**src/t2_map.svh**
```systemverilog
// address map, reset values and divider counts of the third timer
`ifndef T2_MAP_SVH
`define T2_MAP_SVH
`define T2_ADDR_CON    8'hc8
`define T2_ADDR_MOD    8'hc9
`define T2_ADDR_RLD_LO 8'hca
`define T2_ADDR_RLD_HI 8'hcb
`define T2_ADDR_CNT_LO 8'hcc
`define T2_ADDR_CNT_HI 8'hcd
`define T2_CON_RESET   8'h00
`define T2_MOD_RESET   2'h0
`define T2_WORD_RESET  16'h0000
`define T2_WORD_MAX    16'hffff
`define T2_RDATA_NONE  8'h00
`define T2_MC_DIV      12
`define T2_ST_DIV      2
`endif

```
**src/t2_pkg.sv**
```systemverilog
// types shared by the third timer modules
package t2_pkg;
    // bit order is the control register layout, msb first
    typedef struct packed {
        logic ovf_flag;
        logic ext_flag;
        logic rx_sel;
        logic tx_sel;
        logic trig_en;
        logic run;
        logic src_sel;
        logic cap_sel;
    } t2_ctrl_t;

    typedef struct packed {
        logic clkout_en;
        logic updown_en;
    } t2_mode_t;

    typedef struct packed {
        logic [7:0] addr;
        logic [7:0] wdata;
        logic       wr;
        logic       rd;
    } t2_sfr_req_t;

    typedef struct packed {
        logic rx_sel;
        logic tx_sel;
        logic rx_tick;
        logic tx_tick;
    } t2_baud_t;
endpackage : t2_pkg

```
**src/t2_fall_sync.sv**
```systemverilog
// pin synchroniser with falling edge detect
`timescale 1ns/1ns
module t2_fall_sync (
    input  wire logic clk_i,
    input  wire logic rst_i,
    input  wire logic pin_i,
    output logic      level_o,
    output logic      fall_o
);
    logic meta_q, sync_q, prev_q;
    logic meta_d, sync_d, prev_d;

    always_comb begin
        meta_d  = pin_i;
        sync_d  = meta_q;
        prev_d  = sync_q;
        level_o = sync_q;
        // compare consecutive synchronised samples only
        fall_o  = prev_q & ~sync_q; // RULE21
    end

    always_ff @(posedge clk_i) begin
        if (rst_i) begin
            meta_q <= 1'b1;
            sync_q <= 1'b1;
            prev_q <= 1'b1;
        end else begin
            meta_q <= meta_d; // RULE21
            sync_q <= sync_d;
            prev_q <= prev_d;
        end
    end
endmodule : t2_fall_sync

```
**src/t2_timer.sv**
```systemverilog
// third timer: capture, auto-reload, up/down and baud generator
`timescale 1ns/1ns
`include "t2_map.svh"
// Function
// (RULE1) overflow flag set on overflow, software clears, never set in baud mode
// (RULE2) external flag set when trigger edge causes capture or reload with enable
// (RULE3) external flag raises no interrupt in up/down mode
// (RULE4) set flags give a pending interrupt when the timer interrupt is enabled
// (RULE5) receive select sends overflow pulses as serial receive clock
// (RULE6) transmit select sends overflow pulses as serial transmit clock
// (RULE7) trigger enable lets trigger edges capture or reload, not in baud mode
// (RULE8) counter advances only while run bit is set
// (RULE9) source select picks machine cycles or falling count pin edges
// (RULE10) capture select: capture on trigger edge, else reload on overflow/trigger
// (RULE11) any serial clock select forces reload on overflow
// (RULE12) baud mode rollover loads counter from the reload registers
// (RULE13) internal tick is osc/2 in baud mode, osc/12 otherwise
// (RULE14) serial bit rate is osc over 32 times (65536 minus reload)
// (RULE15) baud mode trigger edge sets external flag without reload
// (RULE16) software leaves counter alone in baud mode, stops timer before access
// (RULE17) software sets run bit separately after configuring
// (RULE18) mode register: bit 0 up/down enable, bit 1 clock-out enable; the code stores bit 1 but drives no clock output
// (RULE19) trigger pin is capture, reload or direction input by mode
// (RULE20) capture copies counter into reload registers without stopping count
// (RULE21) count and trigger pins synchronised, falling edge from consecutive samples
module t2_timer
    import t2_pkg::*;
#(
    parameter int MC_DIV = `T2_MC_DIV
) (
    input  wire logic         CLK_SYS_I,
    input  wire logic         RST_I,
    input  wire t2_sfr_req_t  SFR_REQ_I,
    output logic [7:0]        SFR_RDATA_O,
    input  wire logic         COUNT_PIN_I,
    input  wire logic         TRIGGER_PIN_I,
    input  wire logic         TIMER_IRQ_EN_I,
    output logic              IRQ_O,
    output t2_baud_t          BAUD_O
);
    t2_ctrl_t    ctl_q, ctl_d;
    t2_mode_t    mode_q, mode_d;
    logic [15:0] cnt_q, cnt_d;
    logic [15:0] rld_q, rld_d;
    logic [3:0]  pre_q, pre_d;
    logic [7:0]  rdata_q, rdata_d;
    logic        irq_q, irq_d;
    t2_baud_t    baud_q, baud_d;

    logic cnt_fall, trig_lvl, trig_fall;
    logic baud, tick_mc, tick_st, tick, dir_down, ovf, undf;
    logic trig, cap_evt, trig_rld, exf_set, tf_set, con_wr, cnt_wr;

    t2_fall_sync u_count_sync (
        .clk_i   (CLK_SYS_I),
        .rst_i   (RST_I),
        .pin_i   (COUNT_PIN_I),
        .level_o (),
        .fall_o  (cnt_fall)
    );

    t2_fall_sync u_trig_sync (
        .clk_i   (CLK_SYS_I),
        .rst_i   (RST_I),
        .pin_i   (TRIGGER_PIN_I),
        .level_o (trig_lvl),
        .fall_o  (trig_fall)
    );

    always_comb begin
        // prescaler for machine cycle and state time
        pre_d   = (pre_q == 4'(MC_DIV - 1)) ? 4'h0 : pre_q + 4'h1;
        tick_mc = (pre_q == 4'(MC_DIV - 1));
        tick_st = ((pre_q % 4'(`T2_ST_DIV)) == 4'(`T2_ST_DIV - 1)); // RULE13
        baud    = ctl_q.rx_sel | ctl_q.tx_sel;
        tick    = ctl_q.run & (ctl_q.src_sel ? cnt_fall              // RULE8 RULE9
                                             : (baud ? tick_st : tick_mc)); // RULE13
        // trigger level steers direction in up/down reload mode
        dir_down = mode_q.updown_en & ~baud & ~ctl_q.cap_sel & ~trig_lvl; // RULE19
        ovf      = tick & ~dir_down & (cnt_q == `T2_WORD_MAX);
        undf     = tick & dir_down & (cnt_q == rld_q);
        trig     = ctl_q.trig_en & trig_fall; // RULE7
        cap_evt  = trig & ctl_q.cap_sel & ~baud; // RULE10
        trig_rld = trig & ~ctl_q.cap_sel & ~baud & ~mode_q.updown_en; // RULE10
        // up/down mode uses the pin level for direction, so its edge raises no flag
        exf_set  = trig & (baud | ctl_q.cap_sel | ~mode_q.updown_en); // RULE2 RULE15
        tf_set   = (ovf | undf) & ~baud; // RULE1
        con_wr   = SFR_REQ_I.wr & (SFR_REQ_I.addr == `T2_ADDR_CON);
        cnt_wr   = SFR_REQ_I.wr & ((SFR_REQ_I.addr == `T2_ADDR_CNT_LO)
                                 | (SFR_REQ_I.addr == `T2_ADDR_CNT_HI));
    end

    always_comb begin
        cnt_d = cnt_q;
        if (trig_rld) begin
            cnt_d = rld_q; // RULE10
        end else if (ovf && (baud || !ctl_q.cap_sel)) begin
            cnt_d = rld_q; // RULE11 RULE12 RULE14
        end else if (undf) begin
            cnt_d = `T2_WORD_MAX;
        end else if (tick) begin
            cnt_d = dir_down ? cnt_q - 16'h0001 : cnt_q + 16'h0001;
        end
        rld_d = rld_q;
        if (cap_evt) begin
            rld_d = cnt_q; // RULE20
        end
        ctl_d  = ctl_q;
        mode_d = mode_q;
        // software writes win over counting; it is expected to stop the timer first
        if (SFR_REQ_I.wr) begin
            if (SFR_REQ_I.addr == `T2_ADDR_CON) begin
                ctl_d = t2_ctrl_t'(SFR_REQ_I.wdata);
            end else if (SFR_REQ_I.addr == `T2_ADDR_MOD) begin
                mode_d = t2_mode_t'(SFR_REQ_I.wdata[1:0]); // RULE18
            end else if (SFR_REQ_I.addr == `T2_ADDR_RLD_LO) begin
                rld_d[7:0] = SFR_REQ_I.wdata;
            end else if (SFR_REQ_I.addr == `T2_ADDR_RLD_HI) begin
                rld_d[15:8] = SFR_REQ_I.wdata;
            end else if (SFR_REQ_I.addr == `T2_ADDR_CNT_LO) begin
                cnt_d[7:0] = SFR_REQ_I.wdata;
            end else if (SFR_REQ_I.addr == `T2_ADDR_CNT_HI) begin
                cnt_d[15:8] = SFR_REQ_I.wdata;
            end
        end
        // hardware set beats a software clear in the same cycle
        if (tf_set) begin
            ctl_d.ovf_flag = 1'b1; // RULE1
        end
        if (exf_set) begin
            ctl_d.ext_flag = 1'b1; // RULE2
        end
        irq_d = TIMER_IRQ_EN_I & (ctl_q.ovf_flag                      // RULE4
                                  | (ctl_q.ext_flag & ~mode_q.updown_en)); // RULE3
        baud_d.rx_sel  = ctl_q.rx_sel;
        baud_d.tx_sel  = ctl_q.tx_sel;
        baud_d.rx_tick = ovf & ctl_q.rx_sel; // RULE5
        baud_d.tx_tick = ovf & ctl_q.tx_sel; // RULE6
        rdata_d = rdata_q;
        if (SFR_REQ_I.rd) begin
            if (SFR_REQ_I.addr == `T2_ADDR_CON) begin
                rdata_d = ctl_q;
            end else if (SFR_REQ_I.addr == `T2_ADDR_MOD) begin
                rdata_d = {6'h00, mode_q};
            end else if (SFR_REQ_I.addr == `T2_ADDR_RLD_LO) begin
                rdata_d = rld_q[7:0];
            end else if (SFR_REQ_I.addr == `T2_ADDR_RLD_HI) begin
                rdata_d = rld_q[15:8];
            end else if (SFR_REQ_I.addr == `T2_ADDR_CNT_LO) begin
                rdata_d = cnt_q[7:0];
            end else if (SFR_REQ_I.addr == `T2_ADDR_CNT_HI) begin
                rdata_d = cnt_q[15:8];
            end else begin
                rdata_d = `T2_RDATA_NONE;
            end
        end
    end

    always_ff @(posedge CLK_SYS_I) begin
        if (RST_I) begin
            ctl_q   <= t2_ctrl_t'(`T2_CON_RESET);
            mode_q  <= t2_mode_t'(`T2_MOD_RESET);
            cnt_q   <= `T2_WORD_RESET;
            rld_q   <= `T2_WORD_RESET;
            pre_q   <= 4'h0;
            rdata_q <= `T2_RDATA_NONE;
            irq_q   <= 1'b0;
            baud_q  <= '0;
        end else begin
            ctl_q   <= ctl_d;
            mode_q  <= mode_d;
            cnt_q   <= cnt_d;
            rld_q   <= rld_d;
            pre_q   <= pre_d;
            rdata_q <= rdata_d;
            irq_q   <= irq_d;
            baud_q  <= baud_d;
        end
    end

    assign SFR_RDATA_O = rdata_q;
    assign IRQ_O       = irq_q;
    assign BAUD_O      = baud_q;
endmodule : t2_timer

```
**config.mk**
```make
export PLATFORM = sky130hd
export DESIGN_NAME = t2_timer
export DESIGN_NICKNAME = d
export VERILOG_FILES = /design/src/t2_pkg.sv /design/src/t2_fall_sync.sv /design/src/t2_timer.sv
export VERILOG_INCLUDE_DIRS = /design/src
export SDC_FILE = /design/constraint.sdc
export NUM_CORES = 1
export LEC_CHECK = 0
export ABC_CLOCK_PERIOD_IN_PS = 4800
export BUFFER_PORTS_ARGS = -buffer_cell sky130_fd_sc_hd__buf_2
export CAP_MARGIN = 0
export CORE_MARGIN = 2
export CORE_UTILIZATION = 58
export CTS_CLUSTER_DIAMETER = 40
export DETAILED_ROUTE_END_ITERATION = 12
export HOLD_SLACK_MARGIN = 0.08
export PLACE_DENSITY = 0.78
export SETUP_SLACK_MARGIN = 0.1
export SYNTH_ARGS = -nofsm -noshare
export SYNTH_HDL_FRONTEND = slang
export SYNTH_HIERARCHICAL = 1
export SYNTH_SLANG_ARGS = --single-unit
```
**constraint.sdc**
```tcl
create_clock -name CLK_SYS_I -period 4.8 [get_ports CLK_SYS_I]
set_clock_uncertainty 0.05 [all_clocks]
set_input_delay 0.72 -clock CLK_SYS_I [delete_from_list [all_inputs] [get_ports CLK_SYS_I]]
set_output_delay 0.72 -clock CLK_SYS_I [all_outputs]
set_load 0.05 [all_outputs]
```
==> results.md <==
- Combinational power share: 0.062
- Reg2Reg Capture Point: cnt_q[11]
- Worst-path clk slew: 0.07 ns
- Minimum clock period: 3.32 ns
- Combinational family with the most area after synthesis: compound AO/OA/AOI/OAI gates
- GRT busiest layer: met2
- Htree depth: 3
- Synth warn: 6
- Relative slew slack: 0.244
- CP Class: register to register
- FF-to-FF setup slack: 1.48 ns
- Placed Cells: around 570
- HPWL after DPL: 7.94 mm
- Vias per cell: around 6.6
- Root Buffer: clkbuf_8
- RePlAce Congestion: 0.970
- Clk buf depth: 2
- Max-slew violations: 0
- WL per Instance: 19.0 um
- WL final: 11.2 mm
- Slew @ Worst Pin: 1.13 ns
- FP Rows: 30
- I/O Pins: 36
- Critical Path RT: between 4 and 5 ns
- Critical Path Start: baud_d[2]
- Die area: about 7600 um^2
- Distinct cells, synth: 63
- Setup repair bufs after CTS: 0
- Post-synthesis compound-gate area fraction: 0.257
- Sw Ratio: 0.235
- Number of DRC markers in iteration 0: roughly 410
- Initial antenna violation count: 0
- Antenna viol nets, final: 0
- CTS Buf Count: 9
- Seq/Total Area, Yosys: 0.322
- Initial core utilization: 0.597
- Hold Vio Cnt, Final: 0
- Cts hold-fix bufs: 0
- Worst-Skew Late Latency: 0.34 ns
- M2 GR Usage: 0.468
- Crit Path Max Fanout: 18
- Area growth syn-to-layout: 9.64%
- Cell area after synthesis: 4040 um^2
- Pwr/cell area: 245 nW/um^2
- M3 GR Usage: 0.0493
- Final setup fails: 0
- Fin nets: 544
- Main synth FF type: dfxtp_1
- Critical path arrival: approximately 3.5 ns
- Static leakage: 1.68 nW
- Achievable Freq: between 0.3 and 0.4 GHz
- Pre-antenna DRT Iters: 5
- Place WS: approximately 1.4 ns
- Dpl cell area: 4230 um^2
- Post-synthesis xor/xnor area fraction: 0.0586
- Layout Utilization: 0.655
- Power Total: 1.09 mW
- Worst hold start: u_trig_sync/meta_q
- CP Capture Type: register
- I/O Buffers: 35
- EDFF count, synth: 0
- Clock power share: 0.429
- PostCTS Resize Cnt: 0
- Synth Register Bits: 65
- Post-Synth Simple-Gate Area: 0.217
- Chip width: ~87 um
- Syn_nets: 522
- Final Non-Filler Cells: 589
- R2r startpoint: baud_d[2]
- Internal power: 0.831 mW
- Flop pwr share: 0.509
- Maxcap violations: 0
- Post-synthesis share of cell area spent on full adders, half adders and majority gates: 0.0515
- Worst hold endpoint: u_trig_sync/level_o
- CTS tree: done
- Die H: 87.4 um
- Startpoint Class: register
- Mean post-synth cell area: ~8.4 um^2
- Hold path depth: 1
- Vias in the first global route: 3408
- Ys async rst share: 0
- Worst IR Drop VDD: 0.000115 V
- RSZ-0062 raised after global routing: no
- Run status: complete, no violations
- Worst Hold Class: register to register
- Layout cells sized above 1: 0.134
- Sink Count: 65
- Syn Inst Count: 483
- Period Utilization, post-route: 0.691
- Post-route setup TNS: 0 ns
- GR Util All Layers: 0.301
- Multiplexer area fraction after synthesis: 0.0577
- First-pass GRT wire length: 17.7 mm
- Psw: 0.255 mW
- Antenna diodes: 0
- Cells on worst reg2reg path: 11
- DRC errors left: 0
- Final setup margin: 1.48 ns
- Post-route cell area: 4420 um^2
- Largest net degree at the start of global routing: 64
- Met1 Use GR: 0.424
- Hold Slack: 0.360 ns
- Core region area: 6760 um^2
- Vias: 3870
- Total gr overflow: 0
[logic make-up (layout without fill, tap and decap cells)]
kind of cell               count (synthesis)  after routing
muxes                                     23             23
buffers and inverters                     34             60
DFF                                       65             65
AOI/OAI and AO/OA                        137            137
xor gates and xnor gates                  27             27
adders and majority gates                 16             16
and+or+nand+nor                          181            181
[cells in the final DEF, fill, tap and decap left out, types with 4 or more instances in the layout]
master     n
mux2i_1   21
nor2_1    52
o221ai_1   9
nand2b_1   6
a211oi_1  21
buf_2     35
clkbuf_8  11
a31oi_1    5
nand3_1   18
inv_1      7
o211ai_1   5
nand2_1   49
o21ai_0   10
ha_1      15
a311oi_1  17
a221oi_1   6
a21oi_1   23
nand4_1    9
nor2b_1    9
a22o_1     6
dfxtp_1   65
or2_1      6
a21o_1     8
xnor2_1   24
nor3_1     9
and3_1     4
[worst max-delay path: stages (launching register included)]
cell,delay (ns)
dfxtp_1,0.36
or4b_4,0.55
or2_4,0.28
clkinv_4,0.13
ha_1,0.26
a211oi_1,0.38
o211ai_1,0.19
nand2_1,0.13
o31ai_1,0.09
xnor2_1,0.16
a311o_1,0.38
a311oi_1,0.26
[power by group through the flow]
stage                     Clock (mW)  Combinational [mW]  Sequential [mW]
after floorplan                    0              0.0281            0.575
after global placement             0              0.0651            0.564
after detailed placement           0              0.0662            0.564
after CTS                      0.470              0.0664            0.552
after global routing           0.498              0.0725            0.553
final                          0.466              0.0677            0.552
[routing by layer]
layer  wire length, um  part of all wire  vias up
li1                  -                 -     1855
met1              5000              0.45     1803
met2              5030              0.45      191
met3               903             0.081       21
met4               256             0.023        0
met5                 0                 0        -
[layout make-up]
cell class,count,area (um^2)
inverters,8,35.0
well taps,80,100
repair buffers,37,190
clock inverters,3,40.0
clock buffers,12,155
multi-input cells,384,2600
flip-flops and latches,65,1300
fillers,615,2330
[flip-flops by register name, indices dropped and copies added (netlist names)]
signal                count
SFR_RDATA_O               8
BAUD_O                    4
pre_q                     4
ctl_q                     6
u_count_sync/prev_q       1
u_count_sync/level_o      1
rld_q                    16
u_trig_sync/prev_q        1
u_count_sync/meta_q       1
baud_d                    2
u_trig_sync/level_o       1
IRQ_O                     1
cnt_q                    16
mode_q                    2
u_trig_sync/meta_q        1
[synthesized netlist by cell type (10+ instances only)]
| library cell | count | share of area |
|---|---|---|
| a211oi_1 | 21 | 0.039 |
| a21oi_1 | 23 | 0.029 |
| a311oi_1 | 17 | 0.037 |
| clkbuf_1 | 19 | 0.018 |
| dfxtp_1 | 65 | 0.32 |
| ha_1 | 15 | 0.047 |
| mux2i_1 | 21 | 0.052 |
| nand2_1 | 49 | 0.046 |
| nand3_1 | 18 | 0.022 |
| nor2_1 | 52 | 0.048 |
| o21ai_0 | 10 | 0.012 |
| xnor2_1 | 24 | 0.052 |
[worst max path at each step]
stage	to	cells after the start	slack, ns
3_5_place_dp	cnt_q[12]	7	1.42
6_report	cnt_q[11]	11	1.48
4_1_cts	cnt_q[11]	11	1.52
3_3_place_gp	cnt_q[12]	7	1.49
5_1_grt	cnt_q[12]	11	1.24
2_1_floorplan	cnt_q[12]	11	1.85
(Power assumes the default switching activity.)
